`src/ept_pkg.sv`:
```
/*
  Constants, types and helpers for the exception preemption and
  tail-chain sequencer. Assumes group priorities are small signed
  numbers where a lower value is more urgent.
*/
package ept_pkg;

  localparam int EPT_NW = 6;
  localparam int EPT_PW = 4;
  localparam logic [3:0] EPT_PRI_NMI = 4'hE;
  localparam logic [3:0] EPT_PRI_HF = 4'hF;
  localparam logic [3:0] EPT_PRI_BOOST = 4'h0;
  localparam logic [3:0] EPT_PRI_THREAD = 4'h4;
  localparam logic [5:0] EPT_NUM_HF = 6'h03;
  localparam logic [3:0] EPT_LINK_PREFIX = 4'hF;
  localparam logic [3:0] EPT_RC_HND_MAIN = 4'h1;
  localparam logic [3:0] EPT_RC_THR_MAIN = 4'h9;
  localparam logic [3:0] EPT_RC_THR_PROC = 4'hD;
  localparam logic [3:0] EPT_REG_CTRL = 4'h0;
  localparam logic [3:0] EPT_REG_STAT = 4'h4;
  localparam int EPT_CB_LATE = 0;
  localparam int EPT_CB_TC = 1;
  localparam int EPT_CB_IRQRET = 2;
  localparam int EPT_CB_LIM_LO = 4;
  localparam logic [7:0] EPT_CTRL_RST = 8'h87;

  typedef struct packed {
    logic [EPT_NW-1:0] num;
    logic [EPT_PW-1:0] pri;
  } ept_exc_type;

  typedef enum logic [1:0] {
    EPT_IDLE = 2'b00,
    EPT_ENTRY = 2'b01,
    EPT_RET = 2'b10,
    EPT_LOCK = 2'b11
  } ept_state_type;

  typedef enum logic [1:0] {
    EPT_D_HND_MAIN = 2'b00,
    EPT_D_THR_MAIN = 2'b01,
    EPT_D_THR_PROC = 2'b10,
    EPT_D_BAD = 2'b11
  } ept_dest_type;

  // Signed compare: a strictly more urgent than b
  function automatic logic ept_urgent(input logic [3:0] a, input logic [3:0] b);
    ept_urgent = $signed(a) < $signed(b);
  endfunction

endpackage

```
`src/ept_seq.sv`:
```
/*
  Exception sequencer: late arrival, derived faults on entry and
  return, tail-chaining and load-multiple PC restore. Assumes all
  inputs come from pipeline and bus logic on mclk_in.
*/
`timescale 1ns/1ns
`default_nettype none
module ept_seq
(
  // Clock and reset
  input wire logic mclk_in,
  input wire logic rst_in,
  // Register port
  input wire logic [3:0] reg_addr_in,
  input wire logic [31:0] reg_wdata_in,
  input wire logic reg_wr_in,
  input wire logic reg_rd_in,
  output logic [31:0] reg_rdata_out,
  // Entry request
  input wire logic entry_start_in,
  input wire ept_pkg::ept_exc_type entry_exc_in,
  input wire logic [3:0] preempt_pri_in,
  input wire logic lmul_pc_early_in,
  input wire logic [31:0] lmul_addr_in,
  input wire logic late_valid_in,
  input wire ept_pkg::ept_exc_type late_exc_in,
  input wire logic stack_wr_err_in,
  input wire logic vec_rd_err_in,
  input wire logic entry_done_in,
  // Return request
  input wire logic ret_start_in,
  input wire logic [27:0] ret_code_in,
  input wire ept_pkg::ept_exc_type ret_exc_in,
  input wire logic handler_mode_in,
  input wire logic [3:0] act_top_pri_in,
  input wire logic boost_mask_in,
  input wire logic pend_valid_in,
  input wire ept_pkg::ept_exc_type pend_exc_in,
  input wire logic restore_beat_in,
  input wire logic restore_err_in,
  input wire logic restore_done_in,
  // Results
  output logic take_out,
  output logic [5:0] take_num_out,
  output logic pend_out,
  output logic [5:0] pend_num_out,
  output logic hf_pend_out,
  output logic deact_out,
  output logic [5:0] deact_num_out,
  output logic link_wr_out,
  output logic [31:0] link_value_out,
  output logic skip_unstack_out,
  output logic pc_restore_out,
  output logic [31:0] pc_addr_out,
  output logic [3:0] target_pri_out,
  output logic [1:0] ret_dest_out,
  output logic ret_end_out,
  output logic lockup_out
);

  ept_pkg::ept_state_type state_ff, nxt_state;
  ept_pkg::ept_exc_type cur_ff, nxt_cur;
  logic [3:0] pre_pri_ff, nxt_pre_pri;
  logic [27:0] rcode_ff, nxt_rcode;
  ept_pkg::ept_exc_type rexc_ff, nxt_rexc;
  logic tcok_ff, nxt_tcok;
  logic [3:0] beats_ff, nxt_beats;
  logic [7:0] ctrl_ff, nxt_ctrl;
  logic [31:0] rdata_ff, nxt_rdata;
  logic [5:0] last_ff, nxt_last;
  logic take_ff, nxt_take;
  logic [5:0] take_num_ff, nxt_take_num;
  logic pend_ff, nxt_pend;
  logic [5:0] pend_num_ff, nxt_pend_num;
  logic hfp_ff, nxt_hfp;
  logic deact_ff, nxt_deact;
  logic [5:0] deact_num_ff, nxt_deact_num;
  logic link_wr_ff, nxt_link_wr;
  logic [31:0] link_ff, nxt_link;
  logic skip_ff, nxt_skip;
  logic pcr_ff, nxt_pcr;
  logic [31:0] pca_ff, nxt_pca;
  logic [3:0] tgt_ff, nxt_tgt;
  logic [1:0] dest_ff, nxt_dest;
  logic rend_ff, nxt_rend;
  logic lock_ff, nxt_lock;

  logic late_en;
  logic tc_en;
  logic irq_ret_en;
  logic [3:0] beat_lim;
  logic entry_err;
  logic late_win;
  logic [3:0] tgt_now;
  logic tc_room;
  ept_pkg::ept_exc_type hf_exc;

  assign late_en = ctrl_ff[ept_pkg::EPT_CB_LATE];
  assign tc_en = ctrl_ff[ept_pkg::EPT_CB_TC];
  assign irq_ret_en = ctrl_ff[ept_pkg::EPT_CB_IRQRET];
  assign beat_lim = ctrl_ff[ept_pkg::EPT_CB_LIM_LO +: 4];
  assign hf_exc = '{num: ept_pkg::EPT_NUM_HF, pri: ept_pkg::EPT_PRI_HF};
  assign entry_err = stack_wr_err_in | vec_rd_err_in;
  // Any kind of late candidate qualifies; only its priority matters
  assign late_win = late_en & late_valid_in
    & ept_pkg::ept_urgent(late_exc_in.pri, cur_ff.pri);
  // Boost raises execution priority to the boost level
  assign tgt_now = ept_pkg::ept_urgent(act_top_pri_in,
    boost_mask_in ? ept_pkg::EPT_PRI_BOOST : ept_pkg::EPT_PRI_THREAD)
    ? act_top_pri_in
    : (boost_mask_in ? ept_pkg::EPT_PRI_BOOST : ept_pkg::EPT_PRI_THREAD);
  assign tc_room = tc_en & tcok_ff & (beats_ff < beat_lim);

  always_comb
  begin
    nxt_state = state_ff;
    nxt_cur = cur_ff;
    nxt_pre_pri = pre_pri_ff;
    nxt_rcode = rcode_ff;
    nxt_rexc = rexc_ff;
    nxt_tcok = tcok_ff;
    nxt_beats = beats_ff;
    nxt_ctrl = ctrl_ff;
    nxt_rdata = 32'h0000_0000;
    nxt_last = last_ff;
    nxt_take = 1'b0;
    nxt_take_num = take_num_ff;
    nxt_pend = 1'b0;
    nxt_pend_num = pend_num_ff;
    nxt_hfp = 1'b0;
    nxt_deact = 1'b0;
    nxt_deact_num = deact_num_ff;
    nxt_link_wr = 1'b0;
    nxt_link = link_ff;
    nxt_skip = 1'b0;
    nxt_pcr = 1'b0;
    nxt_pca = pca_ff;
    nxt_tgt = tgt_ff;
    nxt_dest = dest_ff;
    nxt_rend = 1'b0;
    nxt_lock = lock_ff;
    if (reg_wr_in && reg_addr_in == ept_pkg::EPT_REG_CTRL)
    begin
      nxt_ctrl = reg_wdata_in[7:0];
    end
    if (reg_rd_in)
    begin
      case (reg_addr_in)
        ept_pkg::EPT_REG_CTRL: nxt_rdata = {24'h00_0000, ctrl_ff};
        ept_pkg::EPT_REG_STAT: nxt_rdata = {19'h0_0000, lock_ff, last_ff, state_ff, tgt_ff};
        default: nxt_rdata = 32'h0000_0000;
      endcase
    end
    case (state_ff)
      ept_pkg::EPT_IDLE:
      begin
        if (entry_start_in)
        begin
          nxt_state = ept_pkg::EPT_ENTRY;
          nxt_cur = entry_exc_in;
          nxt_pre_pri = preempt_pri_in;
          // Return address must point back at the load-multiple
          if (lmul_pc_early_in)
          begin
            nxt_pcr = 1'b1;
            nxt_pca = lmul_addr_in;
          end
        end
        else if (ret_start_in)
        begin
          nxt_state = ept_pkg::EPT_RET;
          nxt_rcode = ret_code_in;
          nxt_rexc = ret_exc_in;
          nxt_tcok = handler_mode_in & (&ret_code_in[27:4]);
          nxt_beats = 4'h0;
          case (ret_code_in[3:0])
            ept_pkg::EPT_RC_HND_MAIN: nxt_dest = ept_pkg::EPT_D_HND_MAIN;
            ept_pkg::EPT_RC_THR_MAIN: nxt_dest = ept_pkg::EPT_D_THR_MAIN;
            ept_pkg::EPT_RC_THR_PROC: nxt_dest = ept_pkg::EPT_D_THR_PROC;
            default: nxt_dest = ept_pkg::EPT_D_BAD;
          endcase
        end
      end
      ept_pkg::EPT_ENTRY:
      begin
        if (entry_err)
        begin
          if (pre_pri_ff == ept_pkg::EPT_PRI_HF)
          begin
            nxt_lock = 1'b1;
            nxt_state = ept_pkg::EPT_LOCK;
          end
          else if (cur_ff.pri == ept_pkg::EPT_PRI_NMI)
          begin
            nxt_hfp = 1'b1;
          end
          else
          begin
            nxt_hfp = 1'b1;
            if (late_en)
            begin
              nxt_pend = 1'b1;
              nxt_pend_num = cur_ff.num;
              nxt_cur = hf_exc;
            end
          end
        end
        else if (late_win)
        begin
          // Stacking carries on; only the vector changes
          nxt_pend = 1'b1;
          nxt_pend_num = cur_ff.num;
          nxt_cur = late_exc_in;
        end
        else if (entry_done_in)
        begin
          nxt_take = 1'b1;
          nxt_take_num = cur_ff.num;
          nxt_last = cur_ff.num;
          nxt_state = ept_pkg::EPT_IDLE;
        end
      end
      ept_pkg::EPT_RET:
      begin
        nxt_tgt = tgt_now;
        if (restore_beat_in)
        begin
          nxt_beats = beats_ff + 4'h1;
        end
        if (restore_err_in)
        begin
          // Restored state is untrusted
          if (!ept_pkg::ept_urgent(ept_pkg::EPT_PRI_HF, rexc_ff.pri))
          begin
            nxt_lock = 1'b1;
            nxt_state = ept_pkg::EPT_LOCK;
          end
          else if (tc_en & tcok_ff)
          begin
            nxt_link_wr = 1'b1;
            nxt_link = {ept_pkg::EPT_LINK_PREFIX, rcode_ff};
            nxt_deact = 1'b1;
            nxt_deact_num = rexc_ff.num;
            nxt_skip = 1'b1;
            nxt_cur = hf_exc;
            nxt_pre_pri = tgt_now;
            nxt_state = ept_pkg::EPT_ENTRY;
          end
          else
          begin
            nxt_hfp = 1'b1;
            nxt_rend = 1'b1;
            nxt_state = ept_pkg::EPT_IDLE;
          end
        end
        else if (irq_ret_en && tc_room && pend_valid_in
          && ept_pkg::ept_urgent(pend_exc_in.pri, tgt_now))
        begin
          // Deactivate touches only the active flag
          nxt_link_wr = 1'b1;
          nxt_link = {ept_pkg::EPT_LINK_PREFIX, rcode_ff};
          nxt_deact = 1'b1;
          nxt_deact_num = rexc_ff.num;
          nxt_skip = 1'b1;
          nxt_cur = pend_exc_in;
          nxt_pre_pri = tgt_now;
          nxt_state = ept_pkg::EPT_ENTRY;
        end
        else if (restore_done_in)
        begin
          nxt_deact = 1'b1;
          nxt_deact_num = rexc_ff.num;
          nxt_rend = 1'b1;
          nxt_state = ept_pkg::EPT_IDLE;
        end
      end
      ept_pkg::EPT_LOCK:
      begin
        nxt_state = ept_pkg::EPT_LOCK;
      end
      default:
      begin
        nxt_state = ept_pkg::EPT_IDLE;
      end
    endcase
  end

  always_ff @(posedge mclk_in)
  begin
    if (rst_in)
    begin
      state_ff <= ept_pkg::EPT_IDLE;
      cur_ff <= '0;
      pre_pri_ff <= ept_pkg::EPT_PRI_THREAD;
      rcode_ff <= 28'h000_0000;
      rexc_ff <= '0;
      tcok_ff <= 1'b0;
      beats_ff <= 4'h0;
      ctrl_ff <= ept_pkg::EPT_CTRL_RST;
      rdata_ff <= 32'h0000_0000;
      last_ff <= 6'h00;
      take_ff <= 1'b0;
      take_num_ff <= 6'h00;
      pend_ff <= 1'b0;
      pend_num_ff <= 6'h00;
      hfp_ff <= 1'b0;
      deact_ff <= 1'b0;
      deact_num_ff <= 6'h00;
      link_wr_ff <= 1'b0;
      link_ff <= 32'h0000_0000;
      skip_ff <= 1'b0;
      pcr_ff <= 1'b0;
      pca_ff <= 32'h0000_0000;
      tgt_ff <= ept_pkg::EPT_PRI_THREAD;
      dest_ff <= 2'h0;
      rend_ff <= 1'b0;
      lock_ff <= 1'b0;
    end
    else
    begin
      state_ff <= nxt_state;
      cur_ff <= nxt_cur;
      pre_pri_ff <= nxt_pre_pri;
      rcode_ff <= nxt_rcode;
      rexc_ff <= nxt_rexc;
      tcok_ff <= nxt_tcok;
      beats_ff <= nxt_beats;
      ctrl_ff <= nxt_ctrl;
      rdata_ff <= nxt_rdata;
      last_ff <= nxt_last;
      take_ff <= nxt_take;
      take_num_ff <= nxt_take_num;
      pend_ff <= nxt_pend;
      pend_num_ff <= nxt_pend_num;
      hfp_ff <= nxt_hfp;
      deact_ff <= nxt_deact;
      deact_num_ff <= nxt_deact_num;
      link_wr_ff <= nxt_link_wr;
      link_ff <= nxt_link;
      skip_ff <= nxt_skip;
      pcr_ff <= nxt_pcr;
      pca_ff <= nxt_pca;
      tgt_ff <= nxt_tgt;
      dest_ff <= nxt_dest;
      rend_ff <= nxt_rend;
      lock_ff <= nxt_lock;
    end
  end

  assign reg_rdata_out = rdata_ff;
  assign take_out = take_ff;
  assign take_num_out = take_num_ff;
  assign pend_out = pend_ff;
  assign pend_num_out = pend_num_ff;
  assign hf_pend_out = hfp_ff;
  assign deact_out = deact_ff;
  assign deact_num_out = deact_num_ff;
  assign link_wr_out = link_wr_ff;
  assign link_value_out = link_ff;
  assign skip_unstack_out = skip_ff;
  assign pc_restore_out = pcr_ff;
  assign pc_addr_out = pca_ff;
  assign target_pri_out = tgt_ff;
  assign ret_dest_out = dest_ff;
  assign ret_end_out = rend_ff;
  assign lockup_out = lock_ff;
endmodule
`default_nettype wire

```
`config.mk`:
```
export PLATFORM = sky130hd
export DESIGN_NAME = ept_seq
export DESIGN_NICKNAME = d
export VERILOG_FILES = /design/src/ept_pkg.sv /design/src/ept_seq.sv
export SDC_FILE = /design/constraint.sdc
export NUM_CORES = 1
export LEC_CHECK = 0
export BUFFER_PORTS_ARGS = -buffer_cell sky130_fd_sc_hd__clkbuf_2
export CAP_MARGIN = 0
export CORE_MARGIN = 1
export CORE_UTILIZATION = 50
export CTS_BUF_LIST = sky130_fd_sc_hd__clkbuf_4
export DETAILED_ROUTE_END_ITERATION = 10
export HOLD_SLACK_MARGIN = 0.1
export PLACE_DENSITY = 0.9
export SLEW_MARGIN = 30
export SYNTH_ARGS = -nofsm -noshare
export SYNTH_HDL_FRONTEND = slang
export SYNTH_SLANG_ARGS = --single-unit
```
`constraint.sdc`:
```
create_clock -name mclk_in -period 2.8 [get_ports mclk_in]
set_clock_uncertainty 0.2 [all_clocks]
set_input_delay 0.28 -clock mclk_in [delete_from_list [all_inputs] [get_ports mclk_in]]
set_output_delay 0.28 -clock mclk_in [all_outputs]
set_load 0.02 [all_outputs]
```
==> results of run 1 <==
power groups by stage:
stage	combinational (mW)	sequential (mW)	clock, mW
after floorplan	1.23	2.95	0
after global placement	1.79	2.86	0
after detailed placement	1.83	2.88	0
after CTS	2.20	2.82	1.36
after global routing	2.79	2.88	1.47
final	2.65	2.86	1.37
flip-flops by register name (all words and copies together) (netlist names), 2 cells and up:
name	cells
reg_rdata_out	13
deact_num_out	6
pre_pri_ff	4
ret_dest_out	2
pc_addr_out	32
target_pri_out	4
ctrl_ff	8
rexc_ff	7
state_ff	2
beats_ff	4
rcode_ff	28
link_value_out	29
cur_ff	10
take_num_out	6
pend_num_out	6
final cells by class:
| cell class | count | share of cell area (%) |
|---|---|---|
| Inverter | 17 | 0.649 |
| Antenna cell | 1 | 0.0241 |
| Clock buffer | 19 | 1.37 |
| Sequential cell | 170 | 32.7 |
| Clock inverter | 13 | 1.17 |
| Multi-Input combinational cell | 590 | 33.2 |
| Tap cell | 180 | 2.16 |
| Timing Repair Buffer | 421 | 28.7 |
cell families (layout without fill, tap and decap cells):
family                   Yosys count  count (layout)  synth area share, %
flip-flops                       170             170                 47.8
multiplexers                      51              51                 7.18
XOR/XNOR                           1               1                0.123
AND/OR/NAND/NOR                  325             325                 19.9
buffers and inverters             89             470                 6.25
AO/OA/AOI/OAI                    179             179                 16.1
adder cells (fa/ha/maj)           15              15                 2.63
other                              1              20               0.0526
critical path, stage by stage, from the launching register on:
cell	delay, ps
dfxtp_1	410
inv_1	240
ha_4	260
inv_1	140
nor2_4	210
a22oi_1	120
nand2_1	80
o21ai_0	80
dlygate4sd3_1	600
o41ai_2	420
cells in the final DEF, fill, tap and decap left out, drive strengths merged, types with 8 or more instances in the layout:
cell type,instances
dfxtp,170
ha,15
nand3,27
conb,19
clkbuf,261
nor2,74
o21ai,36
mux2i,50
nand2,178
inv,19
buf,21
a22oi,12
dlygate4sd3,158
nand4,8
a31oi,8
a21oi,90
per-stage QoR:
stage	instances	instance area, sq um
3_3_place_gp	1215	8410
3_5_place_dp	1215	8410
6_report	1411	10400
5_1_grt	1411	10400
2_1_floorplan	849	7190
4_1_cts	1405	10300
layer usage:
metal	routed length [um]	share of wire, %	vias to the layer above
li1	-	-	3577
met4	1790	6.7	0
met1	9350	35	3721
met5	0	0	-
met2	12800	48	660
met3	2740	10	202
what timing repair did:
action                                  in CTS  in global routing
endpoints found under the setup margin       0                 34
hold buffers                               158                  0
resized for setup                            0                 18
endpoints found under the hold margin      134                  0
setup buffers                                0                  5
worst paths after layout:
kind | to | slack, ps | depth (start not counted)
max | cur_ff[7] | -100 | 9
min | reg_rdata_out[6] | 170 | 5
max reg2reg | cur_ff[7] | -100 | 9
min reg2reg | deact_num_out[3] | 260 | 2
==> impl_metrics.toml, run 1 <==
[outcome]
status = "finished, violations left"
violations = "setup timing"

[timing]
fin_ws_ps = -95.7
fin_crit_sh_pct = 103
hold_slack_ps = 173
hold_violations = 0
maxSlewViolCount = 0
tightest_slew_ps = 642
fin_setup_tns_ps = -95.7
setup_viol = 1
fin_crit_ps = 2900
relSlewSlack_pct = 57.2
max_freq_mhz = 345

[synthesis]
synth_seq_cells = 170
yosysUniqueCellTypes = 65
synth-warning-count = 0
syn_inst = 831
synth.most_common_cell = "nand2_1"
yosysSeqAreaShare_pct = 47.8
yosys_most_used_dff = "dfxtp_1"
netlist_top_cells_area = "dfxtp_1, nand2_1, mux2i_1"
yosys-top-cells-count = "nand2_1, dfxtp_1, a21oi_1"
synth_top_area_cell = "dfxtp_1"
synthArstFlopShare_pct = 0
synth-edff-count = 0
synth_top_area_share_pct = 47.8
avgSynthCellArea_sq_um = 8.58
synth_area_sq_um = 7130

[routing]
drt_wl_total_um = 26700
drc = 0
drtAntennaViolNets = 0
via_per_inst = 5.78
drt_first_iter_violations = 941
vias = 8160
firstDrtPassIters = 6
wl_per_cell_um = 18.9

[finish]
area_growth_pct = 46.0
multi_input_area_sq_um = 3450
layout-drive-gt1-share_pct = 27.2
register_area_sq_um = 3400
final_util_pct = 75.0
finalNetCount = 1393
fillCellCount = 852

[global_routing]
grt_pass1_wl_um = 38600
grt_antenna_before_repair = 1
met2_usage_pct = 57.1
grtUsageMet1_pct = 36.9
use_met3_pct = 9.82
track_usage_pct = 33.8
grt-busiest-layer = "met2"
grt_pass1_vias = 7884
grt_max_degree = 95
grt-ovfl-total = 0

[power_and_ir_drop]
power_per_cell_area_nw_per_um2 = 661
power_frac_seq_pct = 41.6
ir_drop_uv = 443
p_sw_share_pct = 38.7
p_leak_nw = 4.74
p_int_mw = 4.21
pwr-share-comb_pct = 38.5
p_total_mw = 6.87
p_clk_share_pct = 19.9
power.switching_mw = 2.66

[placement]
port_buffers = 243
post-place-ws_ps = 187
dp_hpwl_um = 13400
place_congestion = 0.908

[setup_path]
crit_start = "state_ff[1]"
endpoint_kind = "flip-flop"
critPathRequiredTime_ps = 2990
worst_setup_path_start_kind = "flip-flop"
crit_fanout = 12
r2r_start = "state_ff[1]"
crit_type = "flip-flop to flip-flop"
arrival_ps = 3090

[floorplanning]
die-height_um = 121
ioPinCount = 290
die_x_um = 121
rows = 43
core_sq_um = 13900
start_util_pct = 51.3
dieArea_sq_um = 14700

[cts]
cts_root_buf = "clkbuf_4"
cts.sinks = 170
clk_pin_slew_ps = 150
cts_made_buffers = 17
cts.path.max_buffers = 2
cts_tree = "yes"
cts_max_level = 4
clk_latency_ps = 550

[hold_path]
hold_class = "input port to flip-flop"
worstHoldStart = "reg_addr_in[3]"

[job]
cap_violations = 0
No activity file was read; power rests on OpenSTA's default activity.
==> inputs of run 2 (changes only) <==
CORE_UTILIZATION = 54   (was 50)
PLACE_DENSITY = 0.95   (was 0.9)
SETUP_SLACK_MARGIN = 0.5   (was not set)
clock period = 3.6 ns   (was 2.8 ns; I/O delays follow)
==> impl_metrics.toml, run 2 (synthesis results as in run 1) <==
[outcome]
status = "completed"

[routing]
wl_met1_um = 8710
drtAntennaViolNets = 0
drt_first_iter_violations = 895
wl_per_cell_um = 18.8
via_per_inst = 5.78
drt_wl_total_um = 25600
met2WireLength_um = 12500
drc = 0
firstDrtPassIters = 6
wl_met3_um = 2650
vias = 7868
maxUsedRoutingLayer = "met5"

[setup_path]
arrival_ps = 3390
crit_start = "state_ff[0]"
worst_setup_path_start_kind = "flip-flop"
endpoint_kind = "flip-flop"
crit_type = "flip-flop to flip-flop"
critPathRequiredTime_ps = 3940
critPathCapture = "state_ff[1]"
r2r_cells = 8
r2r_start = "state_ff[0]"
crit_fanout = 20
r2r_end = "state_ff[1]"
r2r_setup_slack_ps = 560

[floorplanning]
rows = 41
start_util_pct = 56.0
ioPinCount = 290
core_sq_um = 12700
die-height_um = 117
die_x_um = 117
dieArea_sq_um = 13700

[cts]
cts.sinks = 170
cts.path.max_buffers = 2
cts_tree = "yes"
cts_max_level = 4
clk_latency_ps = 610
cts_made_buffers = 17
clk_pin_slew_ps = 150
cts_root_buf = "clkbuf_4"

[finish]
fillCellCount = 794
register_area_sq_um = 3400
layout-drive-gt1-share_pct = 26.6
finalNetCount = 1351
layout_commonest_cell = "clkbuf_2"
largest_reg_flops = 32
area_growth_pct = 38.7
final_cell_mix = "clkbuf_2, nand2_1, dfxtp_1, dlygate4sd3_1, a21oi_1"
multi_input_area_sq_um = 3380

[timing]
setup_viol = 0
fin_crit_ps = 3040
fin_ws_ps = 557
max_freq_mhz = 329
relSlewSlack_pct = 40.0
tightest_slew_ps = 899
grt_setup_unrepaired = "yes"
maxSlewViolCount = 0
fin_crit_sh_pct = 84.5
fin_setup_tns_ps = 0
hold_violations = 0

[global_routing]
grt_max_degree = 82
grt_pass1_vias = 7837
track_usage_pct = 38.0
grt_pass1_wl_um = 38900
grt_antenna_before_repair = 2
grt-ovfl-total = 0

[power_and_ir_drop]
ir_drop_uv = 350
p_leak_nw = 4.50
power_per_cell_area_nw_per_um2 = 516

[placement]
port_buffers = 243
place_congestion = 0.909
post-place-ws_ps = 682
dp_hpwl_um = 13600

[job]
cap_violations = 0

[hold_path]
hold_depth = 5
hold_class = "input port to flip-flop"
==> run 2: cell types whose count changed in the layout (fill, tap and decap cells not counted), sizes merged <==
cell         before  now
clkinv            6    5
diode             1    3
clkinvlp          4    3
clkbuf          261  262
buf              21   13
dlygate4sd3     158  124
==> run 2: worst max-delay path: stages (launching register included) <==
cell and delay, ps:
dfxtp_1 400, inv_1 140, ha_1 220, buf_6 240
nand3_1 190, a221o_1 330, or4_1 550, dlygate4sd3_1 620
o31ai_2 60
==> run 2: worst min-delay path by stage <==
stage,from,endpoint,slack (ps)
CTS,act_top_pri_in[2],pre_pri_ff[0],100
finish,restore_beat_in,beats_ff[1],110
global route,lmul_pc_early_in,pc_restore_out,130
floorplan,rcode_ff[0],rcode_ff[0],240
detailed placement,rcode_ff[13],rcode_ff[13],250
global placement,pc_addr_out[27],pc_addr_out[27],240
==> run 2: routing by layer <==
layer | up-vias | global-route usage, %
li1 | 3495 | -
met1 | 3591 | 40.0
met2 | 608 | 63.2
met3 | 172 | 14.3
met4 | 2 | 26.8
met5 | - | 0
==> run 2: per-stage QoR <==
step | cells | util, % | instance area, sq um | hold slack, ps | power [mW]
after floorplan | 849 | - | 7190 | 236 | 3.25
after global placement | 1202 | 65.7 | 8350 | 240 | 3.59
after detailed placement | 1202 | 65.7 | 8350 | 246 | 3.65
after CTS | 1357 | 77.4 | 9840 | 105 | 4.88
after global routing | 1360 | 77.7 | 9880 | 135 | 5.31
final | 1362 | 77.7 | 9890 | 111 | 5.10
==> run 2: cell type report <==
| class | instances | share of cell area [%] |
|---|---|---|
| timing repair buffer | 379 | 26.0 |
| clock buffer | 20 | 1.52 |
| tap | 172 | 2.18 |
| sequential | 170 | 34.4 |
| inverter | 17 | 0.645 |
| clock inverter | 11 | 0.975 |
| multi-input combinational | 590 | 34.2 |
| antenna | 3 | 0.0759 |
==> run 2: power breakdown <==
group | internal [mW] | total [mW] | switching (mW)
Combinational | 0.741 | 1.84 | 1.10
Clock | 0.360 | 1.04 | 0.679
Sequential | 2.07 | 2.22 | 0.153
Total | 3.17 | 5.10 | 1.93
==> run 2: what timing repair did <==
action	CTS	global route
endpoints found under the hold margin	117	0
setup buffers	0	2
setup endpoints to repair	0	4
gates resized for setup	0	5
hold buffers	124	0
==> inputs of run 3 (changes only) <==
ABC_AREA = 1   (was not set)
CORE_UTILIZATION = 45   (was 54)
PLACE_DENSITY = 0.86   (was 0.95)
clock period = 2.7 ns   (was 3.6 ns; I/O delays follow)
==> impl_metrics.toml, run 3 <==
[timing]
relSlewSlack_pct = 41.7
maxSlewViolCount = 0
hold_slack_ps = 189
max_freq_mhz = 430
hold_violations = 0
tightest_slew_ps = 871
grt_setup_unrepaired = "yes"
fin_setup_tns_ps = 0
setup_viol = 0
fin_crit_sh_pct = 86.1
fin_crit_ps = 2330

[global_routing]
track_usage_pct = 28.6
grt-ovfl-total = 0
grt_pass1_vias = 7578
grt_antenna_before_repair = 1
grt_pass1_wl_um = 36900
grt_max_degree = 70

[routing]
drtAntennaViolNets = 0
vias = 8493
drt_first_iter_violations = 720
drc = 0
drt_wl_total_um = 27000
via_per_inst = 5.42
firstDrtPassIters = 5
wl_per_cell_um = 17.2

[synthesis]
synth_area_sq_um = 7260
yosysUniqueCellTypes = 46
synth_top_area_share_pct = 46.9
synth-adder-area-share_pct = 2.59
synth-edff-count = 0
syn_inst = 948
avgSynthCellArea_sq_um = 7.66
synth_xor_area_share_pct = 0.121
netlist_top_cells_area = "dfxtp_1, nand2_1, a21oi_1"
synth_seq_cells = 170
yosysSeqAreaShare_pct = 46.9
yosys_most_used_dff = "dfxtp_1"
synth_top_family_by_area = "simple AND/OR/NAND/NOR gates"
yosys-top-cells-count = "nand2_1, dfxtp_1, a21oi_1"
synth_top_area_cell = "dfxtp_1"
synth.area.mux_share_pct = 0
yosys.area_share.simple_pct = 26.6
synthArstFlopShare_pct = 0
synth_compound_area_share_pct = 14.3
synth-warning-count = 0
synth.most_common_cell = "nand2_1"

[job]
cap_violations = 0

[placement]
dp_hpwl_um = 14300
dp.cells = 1363
port_buffers = 243
place_congestion = 0.846

[setup_path]
arrival_ps = 2620
r2r_cells = 13
r2r_start = "ctrl_ff[5]"
crit_fanout = 8
r2r_end = "link_value_out[11]"
r2r_setup_slack_ps = 390
crit_type = "input port to flip-flop"
critPathCapture = "link_value_out[17]"
critPathRequiredTime_ps = 2990
crit_start = "act_top_pri_in[3]"
endpoint_kind = "flip-flop"
worst_setup_path_start_kind = "input port"

[finish]
finalNetCount = 1511
final_util_pct = 68.0
final_cell_mix = "clkbuf_2, dfxtp_1, nand2_1, dlygate4sd3_1, a21oi_1"
area_growth_pct = 48.2
layout-drive-gt1-share_pct = 29.6
multi_input_area_sq_um = 3460
layout_commonest_cell = "clkbuf_2"
fillCellCount = 1187
layout.cells.non_filler = 1566
register_area_sq_um = 3410
largest_reg_flops = 32

[power_and_ir_drop]
p_leak_nw = 4.74
pwr-share-comb_pct = 39.8
ir_drop_uv = 346
p_int_mw = 4.43
power_per_cell_area_nw_per_um2 = 695
p_clk_share_pct = 19.1
p_sw_share_pct = 40.8
power.switching_mw = 3.05
p_total_mw = 7.47
power_frac_seq_pct = 41.1

[cts]
cts_max_level = 4
clk_pin_slew_ps = 150
cts_tree = "yes"
clk_latency_ps = 580
cts.sinks = 170
cts_root_buf = "clkbuf_4"
cts_made_buffers = 17
cts.path.max_buffers = 2

[floorplanning]
ioPinCount = 290
start_util_pct = 45.9
dieArea_sq_um = 16600
die_x_um = 129
die-height_um = 129
rows = 46
core_sq_um = 15800

[hold_path]
hold_class = "input port to flip-flop"

[outcome]
status = "completed"
==> run 3: cell type report <==
cell class | instances | share of cell area [%]
tap | 216 | 2.51
multi-input combinational | 659 | 32.1
antenna | 2 | 0.0465
sequential | 170 | 31.7
clock inverter | 13 | 1.09
timing repair buffer | 426 | 28.9
clock buffer | 19 | 1.33
inverter | 61 | 2.24
==> run 3: power by group through the flow <==
stage / combinational [mW] / sequential, mW / clock [mW]
after floorplan: 1.51 / 3.28 / 0
after global placement: 2.24 / 3.08 / 0
after detailed placement: 2.29 / 3.09 / 0
after CTS: 2.52 / 3.04 / 1.45
after global routing: 3.20 / 3.10 / 1.55
final: 2.97 / 3.07 / 1.43
==> run 3: how the worst min path moves through the flow <==
| stage | startpoint | end | depth (start not counted) |
|---|---|---|---|
| 6_report | pend_valid_in | deact_num_out[3] | 7 |
| 3_3_place_gp | rcode_ff[6] | rcode_ff[6] | 2 |
| 3_5_place_dp | rcode_ff[2] | rcode_ff[2] | 2 |
| 2_1_floorplan | reg_wdata_in[0] | ctrl_ff[0] | 2 |
| 4_1_cts | lmul_pc_early_in | pc_addr_out[14] | 3 |
| 5_1_grt | lmul_pc_early_in | pc_addr_out[21] | 3 |
==> run 3: kinds of logic (layout without fill, tap and decap cells) <==
| kind of cell | Yosys count | in the layout |
|---|---|---|
| simple gates | 428 | 429 |
| compound gates | 195 | 195 |
| flops | 170 | 170 |
| buf+inv | 138 | 519 |
| fa+ha+maj | 15 | 15 |
| other cells | 1 | 21 |
| xor+xnor | 1 | 1 |
==> run 3: per-layer routing <==
layer  GRT usage (%)  wire length [um]  up-vias
li1                -                 -     3885
met1            32.8              9950     3893
met2            49.4             13400      573
met3            6.19              2140      142
met4            16.7              1480        0
met5               0                 0        -
==> run 3: stage by stage <==
stage               cell area, sq um  setup slack [ps]
finish                         10800               375
CTS                            10300               506
global route                   10800               150
detailed placement              8470               350
global placement                8470               395
floorplan                       7330               646
==> run 3: critical path, cell delays in order <==
cell	delay, ps
dlygate4sd3_1	550
buf_2	140
inv_2	60
o21ai_4	70
nand2_1	90
ha_1	280
nand2_1	50
nand2_1	60
nand2_1	60
nand2_1	70
nand2_2	70
nand2_4	130
nand2_4	100
nand2_8	140
clkinv_8	90
buf_12	160
nor2_2	140
nor2_1	80
==> run 3: what timing repair did <==
action	4_1_cts	5_1_grt
hold buffers	151	0
pin swaps	1	26
endpoints found under the hold margin	134	0
cloned	1	6
endpoints found under the setup margin	51	75
resized for setup	10	92
buffers inserted	1	10
